[src/bfs_pkg.sv]
// Shared constants for the buck fault supervisor.
package bfs_pkg;

  // ==========================================================================
  // Clock and time base
  // ==========================================================================
  localparam int CLK_PERIOD_NS   = 20;
  localparam int UV_DELAY_NS     = 64000;
  localparam int PG_DELAY_NS     = 5000;
  localparam int DSCH_HOLD_NS    = 128000;
  // Least times round up to whole cycles.
  localparam int UV_DELAY_CYC    = (UV_DELAY_NS + CLK_PERIOD_NS - 1)
                                   / CLK_PERIOD_NS;
  localparam int PG_DELAY_CYC    = (PG_DELAY_NS + CLK_PERIOD_NS - 1)
                                   / CLK_PERIOD_NS;
  localparam int DSCH_HOLD_CYC   = (DSCH_HOLD_NS + CLK_PERIOD_NS - 1)
                                   / CLK_PERIOD_NS;
  localparam int TIMER_W         = 16;

  // ==========================================================================
  // Current limits (milliamperes and ohms)
  // ==========================================================================
  localparam int          CUR_W          = 16;
  localparam logic [31:0] VALLEY_NUM     = 32'h01C9_C380; // 30000 A*ohm in mA.
  localparam logic [15:0] LIMIT_SET_INPUT_MIN_OHM   = 16'h0E9C;      // 3740 ohm.
  localparam logic [15:0] CLAMP_MA       = 16'h1F40;      // Internal clamp.
  localparam logic signed [15:0] NEG_LIMIT_MA = -16'sd3500;
  localparam int          ZC_COUNT_MAX   = 16;
  localparam int          ZC_W           = 5;

  // ==========================================================================
  // Mode strap codes, ordered from tied-to-bias down to tied-to-ground
  // ==========================================================================
  localparam logic [2:0] MODE_TIED_BIAS = 3'h0;
  localparam logic [2:0] MODE_R243K     = 3'h1;
  localparam logic [2:0] MODE_R121K     = 3'h2;
  localparam logic [2:0] MODE_R60K4     = 3'h3;
  localparam logic [2:0] MODE_R30K1     = 3'h4;
  localparam logic [2:0] MODE_TIED_GND  = 3'h5;
  localparam logic [1:0] FREQ_600K      = 2'h0;
  localparam logic [1:0] FREQ_1100K     = 2'h1;
  localparam logic [1:0] FREQ_2200K     = 2'h2;

  // ==========================================================================
  // Register map (byte addresses) and fields
  // ==========================================================================
  localparam int         ADDR_W         = 8;
  localparam logic [7:0] REG_CTRL       = 8'h00;
  localparam logic [7:0] REG_STATUS     = 8'h04;
  localparam logic [7:0] REG_LIGHT      = 8'h08;
  localparam int         CTRL_SKIP_EN   = 0;
  localparam logic       CTRL_SKIP_RST  = 1'b1;

  // ==========================================================================
  // State machines
  // ==========================================================================
  typedef enum logic [3:0] {
    ST_OFF   = 4'b0001,
    ST_SS    = 4'b0010,
    ST_RUN   = 4'b0100,
    ST_LATCH = 4'b1000
  } bfs_state_t;

  typedef enum logic [2:0] {
    PH_IDLE = 3'b001,
    PH_HS   = 3'b010,
    PH_LS   = 3'b100
  } bfs_phase_t;

endpackage

[src/bfs_top.sv]
// Fault supervision and light-load mode control for a synchronous buck.
//
// Local design decisions: the placing of the registers and the address-and-strobe port.
`timescale 1ns/1ns
module bfs_top
  import bfs_pkg::*;
#(
  parameter int DSCH_HOLD = bfs_pkg::DSCH_HOLD_CYC,
  parameter int CUR_WIDTH = bfs_pkg::CUR_W
) (
  // Clock and reset.
  input  wire logic                  clock,
  input  wire logic                  rst_n,
  // Host and supply pins, all asynchronous.
  input  wire logic                  enable_in,
  input  wire logic                  bias_ok_in,
  input  wire logic                  input_ok_in,
  input  wire logic                  over_temp_in,
  // Window comparators against internal and external reference.
  input  wire logic                  ext_ref_in_use,
  input  wire logic                  uv_cmp_int,
  input  wire logic                  uv_cmp_ext,
  input  wire logic                  ov_cmp_int,
  input  wire logic                  ov_cmp_ext,
  input  wire logic                  oob_cmp,
  input  wire logic                  fb_below_100mv,
  // Analog loop and soft-start status.
  input  wire logic                  softstart_done_in,
  input  wire logic                  pwm_request_in,
  input  wire logic                  on_time_done_in,
  input  wire logic [CUR_WIDTH-1:0]  ls_current_ma,
  input  wire logic [15:0]           limit_set_resistance,
  // Mode strap and its calibration window.
  input  wire logic [2:0]            mode_strap_in,
  input  wire logic                  cal_window_in,
  // Register port.
  input  wire logic [bfs_pkg::ADDR_W-1:0] reg_addr,
  input  wire logic [31:0]           reg_wdata,
  input  wire logic                  reg_write,
  input  wire logic                  reg_read,
  output logic [31:0]                reg_rdata,
  // Gate drive and housekeeping outputs.
  output logic                       hs_drive,
  output logic                       ls_drive,
  output logic                       discharge_on,
  output logic                       regulator_on,
  output logic                       softstart_reset,
  output logic                       skip_mode,
  output logic                       light_load,
  output logic [1:0]                 freq_sel,
  // Open-drain power-good pin.
  output logic                       power_ok_out,
  output logic                       power_ok_oe
);
  import bfs_pkg::*;

  // ==========================================================================
  // Parameter checks
  // ==========================================================================
  generate
    if (CUR_WIDTH < 13 || CUR_WIDTH > 16)
    begin : g_cur_chk
      $error("bfs_top: CUR_WIDTH must lie between 13 and 16");
    end
    if (DSCH_HOLD < 1 || DSCH_HOLD >= 65536)
    begin : g_hold_chk
      $error("bfs_top: DSCH_HOLD must fit the delay timer");
    end
  endgenerate

  // ==========================================================================
  // Input synchronisers
  // ==========================================================================
  localparam int NSYNC = 14 + CUR_WIDTH + 3;

  logic [NSYNC-1:0] async_in;
  logic [NSYNC-1:0] sync_a;
  logic [NSYNC-1:0] sync_b;

  assign async_in = {enable_in, bias_ok_in, input_ok_in, over_temp_in,
                     ext_ref_in_use, uv_cmp_int, uv_cmp_ext, ov_cmp_int,
                     ov_cmp_ext, oob_cmp, fb_below_100mv, softstart_done_in,
                     pwm_request_in, on_time_done_in, ls_current_ma,
                     mode_strap_in};

  // Every pin in async_in passes two flops; only the second stage feeds logic.
  genvar gi;
  generate
    for (gi = 0; gi < NSYNC; gi++)
    begin : g_sync
      always_ff @(posedge clock)
      begin
        if (!rst_n)
        begin
          sync_a[gi] <= 1'b0;
          sync_b[gi] <= 1'b0;
        end
        else
        begin
          sync_a[gi] <= async_in[gi];
          sync_b[gi] <= sync_a[gi];
        end
      end
    end
  endgenerate

  logic                        en_s;
  logic                        bias_s;
  logic                        vin_s;
  logic                        hot_s;
  logic                        ext_s;
  logic                        uvi_s;
  logic                        uve_s;
  logic                        ovi_s;
  logic                        ove_s;
  logic                        oob_s;
  logic                        fb_low_s;
  logic                        ss_done_s;
  logic                        pwm_s;
  logic                        ton_done_s;
  logic signed [CUR_WIDTH-1:0] cur_s;
  logic [2:0]                  strap_s;

  assign {en_s, bias_s, vin_s, hot_s, ext_s, uvi_s, uve_s, ovi_s, ove_s,
          oob_s, fb_low_s, ss_done_s, pwm_s, ton_done_s, cur_s,
          strap_s} = sync_b;

  // ==========================================================================
  // Comparator selection and current limits
  // ==========================================================================
  logic        uv_s;
  logic        ov_s;
  logic [31:0] cur_pos;
  logic [31:0] cur_x_r;
  logic        limit_set_input_clamped;
  logic        valley_over;
  logic        neg_limit;
  logic        zero_cross;

  // The window follows whichever reference is steering the loop.
  assign uv_s = ext_s ? uve_s : uvi_s;
  assign ov_s = ext_s ? ove_s : ovi_s;

  // Compare I*R against 30000 instead of dividing; no divider needed.
  assign cur_pos      = cur_s[CUR_WIDTH-1] ? 32'h0000_0000
                        : 32'(unsigned'(cur_s));
  assign cur_x_r      = 32'(cur_pos * 32'(limit_set_resistance));
  assign limit_set_input_clamped = limit_set_resistance < LIMIT_SET_INPUT_MIN_OHM;
  assign valley_over  = limit_set_input_clamped ? (cur_pos > 32'(CLAMP_MA))
                        : (cur_x_r > VALLEY_NUM);
  assign neg_limit    = cur_s <= CUR_WIDTH'(NEG_LIMIT_MA);
  assign zero_cross   = cur_s[CUR_WIDTH-1] || (cur_s == '0);

  // ==========================================================================
  // Supply conditions
  // ==========================================================================
  logic dsch_req;
  logic restart_evt;

  // Any of these stops switching and restarts soft start later.
  assign dsch_req    = !en_s || hot_s || !bias_s || !vin_s;
  // Only enable low or bias loss may clear latched faults.
  assign restart_evt = !en_s || !bias_s;

  // ==========================================================================
  // Mode strap capture
  // ==========================================================================
  logic [1:0] next_freq;

  assign next_freq = (strap_s == MODE_TIED_BIAS || strap_s == MODE_TIED_GND)
                     ? FREQ_1100K
                     : ((strap_s == MODE_R243K || strap_s == MODE_R30K1)
                        ? FREQ_2200K : FREQ_600K);

  // The strap is only believed inside the calibration window.
  always_ff @(posedge clock)
  begin
    if (!rst_n)
    begin
      skip_mode <= 1'b0;
      freq_sel  <= FREQ_600K;
    end
    else if (cal_window_in)
    begin
      skip_mode <= (strap_s <= MODE_R121K);
      freq_sel  <= next_freq;
    end
  end

  // ==========================================================================
  // Register port
  // ==========================================================================
  logic       skip_en;
  logic       sel_ctrl;
  logic       sel_status;
  logic       sel_light;
  logic [4:0] zc_count;
  logic [31:0] next_rdata;
  bfs_state_t state;
  bfs_phase_t phase;
  logic       fault;
  logic       pg_lost;
  logic       pg_good;
  logic       ocl_in_ss;

  assign sel_ctrl   = reg_addr == REG_CTRL;
  assign sel_status = reg_addr == REG_STATUS;
  assign sel_light  = reg_addr == REG_LIGHT;
  assign next_rdata = !reg_read ? 32'h0000_0000
    : sel_ctrl   ? {31'h0000_0000, skip_en}
    : sel_status ? {20'h0_0000, state, ov_s, oob_s, ocl_in_ss, pg_lost,
                    skip_mode, fault, pg_good, discharge_on}
    : sel_light  ? {22'h00_0000, phase, light_load, 1'b0, zc_count}
    : 32'h0000_0000;

  // Software may veto skip operation; unmapped reads return zero.
  always_ff @(posedge clock)
  begin
    if (!rst_n)
    begin
      skip_en   <= CTRL_SKIP_RST;
      reg_rdata <= 32'h0000_0000;
    end
    else
    begin
      if (reg_write && sel_ctrl)
        skip_en <= reg_wdata[CTRL_SKIP_EN];
      reg_rdata <= next_rdata;
    end
  end

  // ==========================================================================
  // Supervisor state machine
  // ==========================================================================
  bfs_state_t next_state;
  logic       uv_run;
  logic       uv_expired;
  logic       pg_run;
  logic       pg_expired;

  // Undervoltage counts only once soft start is over.
  assign uv_run = (state == ST_RUN) && (uv_s || ocl_in_ss);

  bfs_delay #(.WIDTH(TIMER_W)) u_uv_delay (
    .clock   (clock),
    .rst_n   (rst_n),
    .run     (uv_run),
    .limit   (TIMER_W'(UV_DELAY_CYC)),
    .expired (uv_expired),
    .count   ()
  );

  always_comb
  begin
    next_state = state;
    unique case (state)
      ST_OFF:
        if (!dsch_req)
          next_state = ST_SS;
      ST_SS:
        if (dsch_req)
          next_state = ST_OFF;
        else if (ss_done_s)
          next_state = ST_RUN;
      ST_RUN:
        if (dsch_req)
          next_state = ST_OFF;
        else if (uv_expired)
          next_state = ST_LATCH;
      ST_LATCH:
        if (restart_evt)
          next_state = ST_OFF;
      default:
        next_state = ST_OFF;
    endcase
  end

  // The fault flag is loaded from next_state, so it records a latch-off in step with state.
  always_ff @(posedge clock)
  begin
    if (!rst_n)
    begin
      state     <= ST_OFF;
      fault     <= 1'b0;
      ocl_in_ss <= 1'b0;
    end
    else
    begin
      state     <= next_state;
      fault     <= (next_state == ST_LATCH);
      if (state == ST_OFF)
        ocl_in_ss <= 1'b0;
      else if (state == ST_SS && valley_over)
        ocl_in_ss <= 1'b1;
    end
  end

  // ==========================================================================
  // Power-good window and latch
  // ==========================================================================
  assign pg_run = (state == ST_RUN) && pg_good && (uv_s || ov_s);

  bfs_delay #(.WIDTH(TIMER_W)) u_pg_delay (
    .clock   (clock),
    .rst_n   (rst_n),
    .run     (pg_run),
    .limit   (TIMER_W'(PG_DELAY_CYC)),
    .expired (pg_expired),
    .count   ()
  );

  // Power-good stays high through a short excursion, then latches low.
  always_ff @(posedge clock)
  begin
    if (!rst_n)
    begin
      pg_lost      <= 1'b0;
      pg_good      <= 1'b0;
      power_ok_oe  <= 1'b1;
      power_ok_out <= 1'b0;
    end
    else
    begin
      if (pg_expired)
        pg_lost <= 1'b1;
      else if (restart_evt)
        pg_lost <= 1'b0;
      if (pg_expired || state != ST_RUN || pg_lost)
        pg_good <= 1'b0;
      else if (!uv_s && !ov_s)
        pg_good <= 1'b1;
      power_ok_oe  <= !pg_good;
      power_ok_out <= 1'b0;
    end
  end

  // ==========================================================================
  // Discharge and regulator control
  // ==========================================================================
  logic hold_active;
  logic hold_expired;
  logic fb_done;
  logic next_dsch;

  bfs_delay #(.WIDTH(TIMER_W)) u_dsch_hold (
    .clock   (clock),
    .rst_n   (rst_n),
    .run     (hold_active && !dsch_req),
    .limit   (TIMER_W'(DSCH_HOLD)),
    .expired (hold_expired),
    .count   ()
  );

  assign next_dsch = (dsch_req && !fb_done)
                     || (hold_active && !dsch_req && !hold_expired);

  // A discharge that reached 100 mV stays off until the request clears.
  always_ff @(posedge clock)
  begin
    if (!rst_n)
    begin
      fb_done         <= 1'b0;
      hold_active     <= 1'b0;
      discharge_on    <= 1'b0;
      regulator_on    <= 1'b0;
      softstart_reset <= 1'b1;
    end
    else
    begin
      if (!dsch_req)
        fb_done <= 1'b0;
      else if (fb_low_s)
        fb_done <= 1'b1;
      if (dsch_req)
        hold_active <= 1'b1;
      else if (hold_expired)
        hold_active <= 1'b0;
      discharge_on    <= next_dsch;
      regulator_on    <= !(dsch_req && fb_done) && bias_s;
      softstart_reset <= (next_state == ST_OFF);
    end
  end

  // ==========================================================================
  // Switching phase machine
  // ==========================================================================
  bfs_phase_t next_phase;
  logic       switching;
  logic       skip_active;
  logic       zc_cut;

  assign switching   = (state == ST_SS || state == ST_RUN) && !dsch_req;
  // The early overvoltage guard overrides skip, forcing continuous mode.
  assign skip_active = skip_mode && skip_en && !oob_s;
  assign zc_cut      = (phase == PH_LS) && skip_active && zero_cross
                       && !ov_s && !neg_limit;

  always_comb
  begin
    next_phase = phase;
    unique case (phase)
      PH_IDLE:
        if (ov_s || oob_s)
          next_phase = PH_LS;
        else if (pwm_s)
          next_phase = PH_HS;
      PH_HS:
        // Pulse width comes from the loop's own on-time in every mode.
        if (ton_done_s)
          next_phase = PH_LS;
      PH_LS:
        if (neg_limit && (ov_s || oob_s || !skip_active))
          next_phase = PH_HS;
        else if (zc_cut)
          next_phase = PH_IDLE;
        else if (pwm_s && !valley_over && !ov_s)
          next_phase = PH_HS;
      default:
        next_phase = PH_IDLE;
    endcase
    if (!switching)
      next_phase = PH_IDLE;
  end

  // Count consecutive zero-cross cuts; a full cycle without one resets it.
  always_ff @(posedge clock)
  begin
    if (!rst_n)
    begin
      phase      <= PH_IDLE;
      zc_count   <= 5'h00;
      light_load <= 1'b0;
      hs_drive   <= 1'b0;
      ls_drive   <= 1'b0;
    end
    else
    begin
      phase <= next_phase;
      if (!switching || !skip_active)
        zc_count <= 5'h00;
      else if (zc_cut && zc_count < ZC_W'(ZC_COUNT_MAX))
        zc_count <= zc_count + 5'h01;
      else if (phase == PH_LS && next_phase == PH_HS)
        zc_count <= 5'h00;
      light_load <= skip_active && switching
                    && zc_count >= ZC_W'(ZC_COUNT_MAX);
      hs_drive   <= next_phase == PH_HS;
      ls_drive   <= next_phase == PH_LS;
    end
  end

endmodule

[src/bfs_delay.sv]
// Run-while-high delay counter with a registered expiry flag.
`timescale 1ns/1ns
module bfs_delay #(
  parameter int WIDTH = 16
) (
  // Clock and reset.
  input  wire logic             clock,
  input  wire logic             rst_n,
  // Control.
  input  wire logic             run,
  input  wire logic [WIDTH-1:0] limit,
  // Result.
  output logic                  expired,
  output logic [WIDTH-1:0]      count
);

  generate
    if (WIDTH < 2)
    begin : g_chk
      $error("bfs_delay: WIDTH must be at least 2");
    end
  endgenerate

  logic             hit;
  logic [WIDTH-1:0] next_count;

  // Dropping run clears the count, so each new episode starts from zero.
  assign hit        = run && (count >= limit - WIDTH'(1));
  assign next_count = !run ? '0 : (hit ? count : count + WIDTH'(1));

  // Expiry is a level that holds while run stays high.
  always_ff @(posedge clock)
  begin
    if (!rst_n)
    begin
      count   <= '0;
      expired <= 1'b0;
    end
    else
    begin
      count   <= next_count;
      expired <= hit;
    end
  end

endmodule

[config.mk]
export PLATFORM = sky130hd
export DESIGN_NAME = bfs_top
export DESIGN_NICKNAME = d
export VERILOG_FILES = /design/src/bfs_pkg.sv /design/src/bfs_top.sv /design/src/bfs_delay.sv
export SDC_FILE = /design/constraint.sdc
export NUM_CORES = 1
export LEC_CHECK = 0
export ABC_AREA = 0
export BUFFER_PORTS_ARGS = -buffer_cell sky130_fd_sc_hd__buf_4
export CORE_MARGIN = 4
export CORE_UTILIZATION = 65
export CTS_CLUSTER_DIAMETER = 150
export CTS_CLUSTER_SIZE = 30
export DETAILED_ROUTE_END_ITERATION = 6
export PLACE_DENSITY = 0.86
export SETUP_SLACK_MARGIN = 0.02
export SLEW_MARGIN = 15
export SYNTH_ARGS = -nofsm -noshare
export SYNTH_HDL_FRONTEND = slang
export SYNTH_SLANG_ARGS = --single-unit
[constraint.sdc]
create_clock -name clock -period 18.7 [get_ports clock]
set_input_delay 0 -clock clock [delete_from_list [all_inputs] [get_ports clock]]
set_output_delay 0 -clock clock [all_outputs]
set_load 0.02 [all_outputs]
# Yosys cells after proc, flatten, opt, wreduce, memory -nomap -nowiden
# Cells that the tools add are included.
# W data, S select, Z words.
[totals]
ff_bits = 178
latch_bits = 0
ramBits = 0
romBits = 0
input_bits = 94
wordCells = 233
memories = 0
[classes]
n_addsub = 4
multipliers = 1
n_div = 0
n_lt_le_gt_ge = 10
n_eq_ne = 17
n_shift = 0
muxes = 30
bitwise = 2
reduce_logical = 75
[op_table]
columns = ["cell", "n"]
rows = [
  ["$add A16 B1 Y16 const B", 3],
  ["$gt A31 B25 Y1 const B", 1],
  ["$mul A15 B16 Y31", 1],
  ["$logic_and A1 B1 Y1", 28],
  ["$mux W4", 6],
  ["$mux W3", 7],
  ["$ge A16 B12 Y1 const B", 1],
  ["$ge A16 B13 Y1 const B", 1],
  ["$ge A16 B8 Y1 const B", 1],
  ["$le A16 B13 Y1 const B", 1],
  ["$logic_not A16 Y1", 1],
  ["$logic_or A1 B1 Y1", 16],
  ["$lt A16 B12 Y1 const B", 1],
  ["$pmux W4 S4", 1],
  ["$gt A15 B13 Y1 const B", 1],
  ["$logic_not A1 Y1", 15],
  ["$mux W15", 1],
  ["$eq A3 B3 Y1 const B", 4],
  ["$mux W12", 1],
  ["$mux W10", 1],
  ["$mux W5", 2],
  ["$reduce_and A2 Y1", 5],
  ["$pmux W3 S3", 1],
  ["$eq A4 B1 Y1 const B", 2],
  ["other kinds (21)", 37],
]

# Depth between registers and ports, before layout
# Gate-level depths: netlist (run 1).
[depth]
depth_word = 16
depth_mapped = 30
mapped_depth_nobuf = 26

# Modules after synthesis
# Synthesis (run 1) repeated with hierarchy kept, for this count alone.
[hier_totals]
cells_unflattened = 1915
hier_area_um2 = 16669.7
[by_module_without_submodules]
columns = ["mod", "n_inst", "cells_per_inst", "area_per_inst_um2", "seq_area_each_um2"]
rows = [
  ["bfs_top", 1, 1381, 12281.8, 2142.1],
  ["bfs_delay", 3, 178, 1462.7, 340.3],
]

# Least setup slack after synthesis (run 1)
# No wires, ideal clock.
[synth_path]
path_type = "register to register"
from = "reg sync_b[18], in the netlist cur_s[15]"
to = "reg zc_count[3]"
setup_time_ns = 0.074
arrival_time_ns = 7.123
required_ns = 18.626
slack_ns = 11.503
stages_incl_launch_ff = 28
n_path_buf = 4
path_cell_list = "dfxtp_1 > clkbuf_1 > clkbuf_1 > nor2b_1 > clkbuf_1 > nand2_1 > fa_1 > fa_1 > inv_1 > fa_1 > fa_1 > fa_1 > inv_1 > fa_1 > inv_1 > ha_1 > buf_2 > a21o_1 > o221a_2 > o2111a_1 > a21o_1 > xnor2_2 > nand3_1 > o311ai_2 > a31oi_2 > a31o_2 > a211o_1 > a31oi_1"
[synth_via]
elab_chain_cells = 15
[synth_rtl]
columns = ["item", "line", "source"]
rows = [
  ["from (decl)", "bfs_top.sv:78", "logic [NSYNC-1:0] sync_b;"],
  ["from (signal, indexed assignment)", "bfs_top.sv:101", "sync_b[gi] <= sync_a[gi];"],
  ["$mux W15", "bfs_top.sv:145", "assign cur_pos = cur_s[CUR_WIDTH-1] ? 32'h0000_0000"],
  ["$mul A15 B16 Y31", "bfs_top.sv:147", "assign cur_x_r = 32'(cur_pos * 32'(limit_set_resistance));"],
  ["$gt A31 B25 Y1", "bfs_top.sv:150", ": (cur_x_r > VALLEY_NUM);"],
  ["$mux W1", "bfs_top.sv:149", "assign valley_over = limit_set_input_clamped ? (cur_pos > 32'(CLAMP_MA))"],
  ["$logic_not A1 Y1", "bfs_top.sv:416", "else if (pwm_s && !valley_over && !ov_s)"],
  ["$logic_and A1 B1 Y1 (2 in series)", "bfs_top.sv:416", ""],
  ["$mux W3", "bfs_top.sv:416", ""],
  ["$mux W3", "bfs_top.sv:414", "else if (zc_cut)"],
  ["$mux W3", "bfs_top.sv:412", "if (neg_limit && (ov_s || oob_s || !skip_active))"],
  ["$pmux W3 S3", "bfs_top.sv:401", "unique case (phase)"],
  ["$mux W3", "bfs_top.sv:421", "if (!switching)"],
  ["$eq A3 B2 Y1", "bfs_top.sv:443", "else if (phase == PH_LS && next_phase == PH_HS)"],
  ["$logic_and A1 B1 Y1", "bfs_top.sv:443", ""],
  ["$reduce_bool A2 Y1 (no source line)", "-", ""],
  ["to (signal assigned)", "bfs_top.sv:442", "zc_count <= zc_count + 5'h01;"],
  ["to (decl)", "bfs_top.sv:197", "logic [4:0] zc_count;"],
]
# Parallel ways exist; a longest one is shown, timed or not.
# A chain may end at the register's enable or synchronous reset.

# Final worst setup path (run 1)
[layout_path]
from = "reg sync_b[18], in the netlist cur_s[15]"
to = "reg zc_count[2]"
# Same word-level chain as after synthesis.

==> results of run 1 <==
[kinds of logic (layout without fill, tap and decap cells)]
kind of cell,count (synthesis),count (layout),share of synthesized area
adders and majority gates,281,281,0.337
muxes,5,5,0.00355
xor gates and xnor gates,42,42,0.0260
other,1,23,0.000260
DFF,158,158,0.219
buffers and inverters,311,391,0.0879
and+or+nand+nor,630,630,0.231
AOI/OAI and AO/OA,199,199,0.0953
[stage by stage]
stage	total power [W]	area, um2	hold slack, ns	utilization	instances
global route	0.00108	16100	0.0337	0.738	2009
global placement	0.000683	15200	0.210	0.694	1936
CTS	0.00102	16100	0.00717	0.738	2007
finish	0.00102	16100	0.0462	0.738	2009
floorplan	0.000617	14500	0.127	-	1647
detailed placement	0.000694	15200	0.210	0.695	1936
[layout make-up]
cell class / count / area share
multi-input combinational: 1178 / 0.627
tap: 280 / 0.0218
antenna: 2 / 0.000311
sequential: 158 / 0.196
clock buffer: 17 / 0.0264
clock inverter: 15 / 0.00777
inverter: 226 / 0.0527
timing repair buffer: 133 / 0.0680
[final timing paths]
path / start / endpoint / slack (ns)
setup reg to reg: cur_s[15] / zc_count[2] / 10.82
setup / recovery: cur_s[15] / zc_count[2] / 10.82
hold reg to reg: sync_a[14] / cur_s[11] / 0.43
hold / removal: reg_read / reg_rdata[11] / 0.05
[placed cells by master (no fill, tap or decap), types with 19 or more instances in the layout]
master and instances:
o21ai_0 26, and2_1 211, fa_1 180, a21oi_1 53
nand3_1 27, nor3_1 23, conb_1 21, buf_4 94
nor2b_1 32, nor2_1 88, inv_1 226, and3_1 19
dfxtp_1 158, xor2_1 27, nand2_1 155, ha_1 101
dlygate4sd3_1 39
[repair_timing]
item	CTS	global route
endpoints found under the hold margin	38	0
hold buffers	39	0
gates resized for setup	0	0
[worst max-delay path, delay by kind of cell, from the launching register on]
kind                       cells  cell delay, ns
adders and majority gates      7            3.29
buffers and inverters          4            0.28
AOI/OAI and AO/OA              9            2.19
and+or+nand+nor                4            1.48
DFF                            1            0.50
[flip-flops by register name, indices dropped and copies added, names as in the netlist, 2 cells and up]
name               cells
u_dsch_hold.count     16
sync_a                33
zc_count               5
state                  4
reg_rdata             12
cur_s                 16
u_uv_delay.count      16
strap_s                3
u_pg_delay.count      16
freq_sel               2
phase                  3
[power groups by stage]
| stage | clock network (W) | logic (W) | registers (W) |
|---|---|---|---|
| final | 0.000322 | 0.000352 | 0.000349 |
| after global routing | 0.000337 | 0.000394 | 0.000349 |
| after CTS | 0.000321 | 0.000348 | 0.000348 |
| after detailed placement | 0 | 0.000339 | 0.000356 |
| after global placement | 0 | 0.000328 | 0.000355 |
| after floorplan | 0 | 0.000262 | 0.000355 |
[routing by layer]
layer / global-route usage / up-vias / routed length, um
li1: - / 5371 / -
met1: 0.355 / 5702 / 13400
met2: 0.535 / 425 / 18100
met3: 0.0550 / 93 / 2230
met4: 0.100 / 0 / 984
met5: 0 / - / 0
==> metrics.md, run 1 <==
| Metric | Value |
|---|---|
| Result of the run | finished clean |
| Iter 0 DRT Violations | 733 |
| Vias in the first global route | 12333 |
| Reg area | about 3200 um2 |
| Initial Util | 0.662 |
| First-pass GRT wire length | 59.3 mm |
| Final Max Tran Viols | 0 |
| Share of the synthesized area in the top cell type | 0.249 |
| CP Class | register to register |
| Worst r2r path cells | 24 |
| Clock Tree Buf Depth | 2 |
| Row cnt | 54 |
| Routed WL per cell | 17.3 um |
| Post-synth top cells | inv_1, and2_1, fa_1, dfxtp_1, nand2_1 |
| Final ANT Viol Nets | 0 |
| Sequential Power Share | 0.341 |
| Mapped Cells | 1627 |
| Root Driver | clkbuf_16 |
| Synth-to-layout area growth | 11.5% |
| Min-Delay Path Depth | 3 |
| CP startpoint kind | register |
| CTS tree | yes |
| Total number of vias | approximately 12000 |
| Worst slew pin tran | about 1.1 ns |
| IO Count | 137 |
| Final period util | 0.422 |
| Seq/Total Area, Yosys | 0.219 |
| GRT Util Overall | 0.296 |
| NetSw | around 0.00036 W |
| Layout fillers | 1476 |
| Max_cap viols | 0 |
| Clock power frac | 0.315 |
| Slowest-stage cell, CP | nor2b_1 |
| Period minus WS final | 7.88 ns |
| DR pass1 iterations | 5 |
| Pwr dens | 63.5 nW/um2 |
| Worst skew pair latency | 0.42 ns |
| Largest net degree at the start of global routing | 88 |
| Synthesized area per cell | 8.88 um2 |
| Most frequent CP cell | fa_1 |
| Top FF cell, synth | dfxtp_1 |
| Synth area leader | fa_1 |
| Clock Sink Count | 158 |
| Initial antenna violation count | 2 |
| Port Buffers | 84 |
| Synth warnings | 0 |
| Switching Share | 0.356 |
| Crit path DAT | between 8 and 9 ns |
| Max Freq | 0.127 GHz |
| Skew final | ~0.012 ns |
| Share of cells above drive strength 1 | 0.0857 |
| Internal | 0.000658 W |
| Crit end category | register |
| Gp weighted congestion | between 0.9 and 1 |
| Post-synth EDFFs | 0 |
| Hold WC Path Type | input port to register |
| CORE AREA | between 20000 and 25000 um2 |
| Die width | 157 um |
| Synth Register Bits | 158 |
| Vert. Die Dim | 157 um |
| Routed vias/inst | 5.77 |
| Mapped Area | 14400 um2 |
| Pleak | 7.52 nW |
| Post-CTS Setup Bufs | 0 |
| Final worst slack | 10.82 ns |
| Area of the multi-input gates | 10100 um2 |
| Worst-path cell chain | nor2b_1 > and2_1 > fa_1 > inv_1 > fa_1 > inv_1 > fa_1 > fa_1 > fa_1 > inv_1 > fa_1 > inv_1 > ha_1 > nand2_1 > o21a_1 > o221a_2 > o31a_1 > nand4b_1 > a31oi_1 > a41oi_1 > a31oi_2 > a31o_2 > a21oi_1 > o21a_1 |
| Dpl ws | around 11 ns |
| H-tree lvl count | 4 |
| Inserted Clock Buffers | 17 |
| DRC | 0 |
| Final setup fails | 0 |
| Final Hold Vio Count | 0 |
| CP peak stage delay | roughly 0.90 ns |
| Share of flip-flops with an asynchronous set or reset | 0 |
| Die area | between 20000 and 25000 um2 |
| Setup total negative slack | 0 ns |
| Synth unique cells | 74 |
| RSZ-0062 raised after global routing | false |
| Routed WL | 34.8 mm |
| Crit path max fanout | 18 |
| Congestion Overflow GR | 0 |
| Worst VDD drop | around 0.000094 V |
| Most numerous cell in the Yosys netlist | inv_1 |
| Synth top area cells | fa_1, dfxtp_1, and2_1 |
| CTS clk-pin slew, worst paths | 0.07 ns |
| Worst Path Required | 19.01 ns |
| Comb pwr share | 0.344 |
| Worst slew margin | 0.285 |
| Nets | 2089 |
| DP Wirelength | 24.6 mm |
No activity file was read; power rests on OpenSTA's default activity.
==> inputs of run 2 (changes only) <==
--- a/config.mk
+++ b/config.mk
@@ -8,11 +8,11 @@
 export ABC_AREA = 0
 export BUFFER_PORTS_ARGS = -buffer_cell sky130_fd_sc_hd__buf_4
 export CORE_MARGIN = 4
-export CORE_UTILIZATION = 65
+export CORE_UTILIZATION = 56
 export CTS_CLUSTER_DIAMETER = 150
 export CTS_CLUSTER_SIZE = 30
 export DETAILED_ROUTE_END_ITERATION = 6
-export PLACE_DENSITY = 0.86
+export PLACE_DENSITY = 0.79
 export SETUP_SLACK_MARGIN = 0.02
 export SLEW_MARGIN = 15
 export SYNTH_ARGS = -nofsm -noshare
==> constraint.sdc (replaced) <==
create_clock -name clock -period 7.15 [get_ports clock]
set_input_delay 0 -clock clock [delete_from_list [all_inputs] [get_ports clock]]
set_output_delay 0 -clock clock [all_outputs]
set_load 0.02 [all_outputs]
==> run 2 against run 1 <==
Effect of this change: setup slack worse by 11 ns; total power rose to 3.0 times the previous value; via count is 4.0% higher; sequential power rose to 2.6 times the previous value; register-to-register slack got worse by 11 ns; sequential cell count is the same; non-clock buffer count is 89 higher; die area increased by 15%.
==> metrics.md, run 2 (synthesis gave the netlist of run 1 again) <==
| Metric | Value |
|---|---|
| Initial Util | 0.572 |
| Final setup fails | 0 |
| Crit path max fanout | 6 |
| Final Max Tran Viols | 0 |
| Total number of vias | 12055 |
| Worst slew pin tran | 0.933 ns |
| CTS clk-pin slew, worst paths | 0.07 ns |
| DR pass1 iterations | 7 |
| Max Freq | 0.144 GHz |
| Period minus WS final | between 6 and 7 ns |
| Worst skew pair latency | about 0.42 ns |
| Largest Register | sync_a |
| Clock Sink Count | 158 |
| Routed WL | 36.6 mm |
| Share of cells above drive strength 1 | 0.178 |
| Hold EP | reg_rdata[10] |
| Crit path DAT | about 7.3 ns |
| Synth-to-layout area growth | 20.3% |
| Pwr dens | 174 nW/um2 |
| Antenna cell count | 0 |
| Pleak | between 8 and 9 nW |
| Largest register FFs | 33 |
| CP startpoint kind | register |
| Hold WC Path Type | input port to register |
| GRT Util Overall | 0.259 |
| Port Buffers | 84 |
| Final Hold Vio Count | 0 |
| Clock Tree Buf Depth | 2 |
| Worst VDD drop | 0.000189 V |
| Vias in the first global route | 12535 |
| Largest net degree at the start of global routing | around 90 |
| R2r endpoint | zc_count[3] |
| Inserted Clock Buffers | 17 |
| Worst slew margin | 0.377 |
| Row cnt | slightly below 60 |
| First-pass GRT wire length | 60.5 mm |
| IO Count | between 100 and 150 |
| Iter 0 DRT Violations | 821 |
| CP Class | register to register |
| Routed vias/inst | between 5 and 6 |
| CORE AREA | ~25000 um2 |
| Die area | 28400 um2 |
| Root Driver | clkbuf_16 |
| Final period util | 0.974 |
| Max_cap viols | 0 |
| Result of the run | finished clean |
| DP Wirelength | 26.3 mm |
| Final ANT Viol Nets | 0 |
| Worst Path Required | 7.49 ns |
| Worst Min Path Start | reg_read |
| Routed WL per cell | 17.0 um |
| FF-to-FF setup slack | 0.18 ns |
| Worst r2r path cells | 27 |
| CTS tree | yes |
| Nets | 2178 |
| Gp weighted congestion | around 0.9 |
| Skew final | 0.0153 ns |
| Congestion Overflow GR | 0 |
| H-tree lvl count | 4 |
| Min-Delay Path Depth | 3 |
| Initial antenna violation count | 1 |
| Power, Total | slightly above 0.003 W |
| Crit end category | register |
| R2R Path Start | cur_s[15] |
| Commonest cells after routing, fill and taps aside | inv_1, and2_1, buf_4 |
| DRC | 0 |
| Commonest non-fill, non-tap cell in the layout | inv_1 |
| Vert. Die Dim | 169 um |
| Die width | roughly 170 um |
| Hold WS | 0.0310 ns |
-- run 2: repair_timing --
| action | in CTS | in global routing |
|---|---|---|
| endpoints found under the hold margin | 38 | 0 |
| pin swaps | 13 | 83 |
| gates resized for setup | 25 | 104 |
| hold buffers | 40 | 0 |
| setup endpoints to repair | 10 | 10 |
| gates cloned | 0 | 1 |
| buffers inserted | 10 | 19 |
-- run 2: area by class of cell --
| cell class | instances | area (um2) |
|---|---|---|
| Clock buffer | 18 | 439 |
| Clock inverter | 14 | 149 |
| Fill cell | 1844 | 7870 |
| Inverter | 226 | 848 |
| Multi-Input combinational cell | 1178 | 10500 |
| Sequential cell | 158 | 3170 |
| Tap cell | 330 | 413 |
| Timing Repair Buffer | 222 | 1830 |
-- run 2: worst max-delay path by stage --
stage / from / to / depth (start not counted)
2_1_floorplan: cur_s[15] / zc_count[3] / 27
3_3_place_gp: cur_s[15] / zc_count[3] / 25
3_5_place_dp: cur_s[15] / zc_count[2] / 24
4_1_cts: cur_s[15] / zc_count[2] / 27
5_1_grt: cur_s[15] / zc_count[3] / 27
6_report: cur_s[15] / zc_count[3] / 27
-- run 2: metal layers --
metal  vias to the layer above  GRT usage  share of wire
met5                         -          0        0.00036
met4                         2     0.0935          0.041
met3                       122     0.0504          0.070
met2                       499      0.442           0.49
met1                      5881      0.328           0.40
li1                       5551          -              -
-- run 2: critical path, cell delays in order, from the launching register on --
cell and delay, ns:
dfxtp_4 0.37, buf_6 0.13, buf_6 0.12, nor2b_4 0.19, buf_6 0.13, buf_8 0.12, nand2_4 0.06, fa_2 0.55
fa_1 0.45, fa_1 0.54, inv_2 0.04, fa_2 0.46, fa_1 0.52, inv_2 0.05, fa_1 0.51, inv_2 0.05
ha_4 0.24, a21o_1 0.20, o221a_4 0.25, o2111a_1 0.26, a21o_1 0.21, xnor2_2 0.19, nand3_2 0.11, o311ai_2 0.24
a31oi_2 0.15, a31o_4 0.28, a211o_1 0.29, a31oi_1 0.15
-- run 2: per-stage QoR --
stage | worst slack [ns] | cell area [um2] | setup TNS [ns] | util | instances
finish | 0.184 | 17400 | 0 | 0.688 | 2146
global route | -0.0545 | 17400 | -0.131 | 0.688 | 2146
CTS | 0.0204 | 16900 | 0 | 0.668 | 2127
detailed placement | -0.337 | 15700 | -2.45 | 0.621 | 2045
global placement | -0.0780 | 15700 | -0.192 | 0.621 | 2045
floorplan | 0.0446 | 14500 | 0 | - | 1647
-- run 2: where the power goes --
part / switching [W] / internal (W)
Combinational: 0.000663 / 0.000545
Sequential: 0.0000110 / 0.000899
Clock: 0.000395 / 0.000503
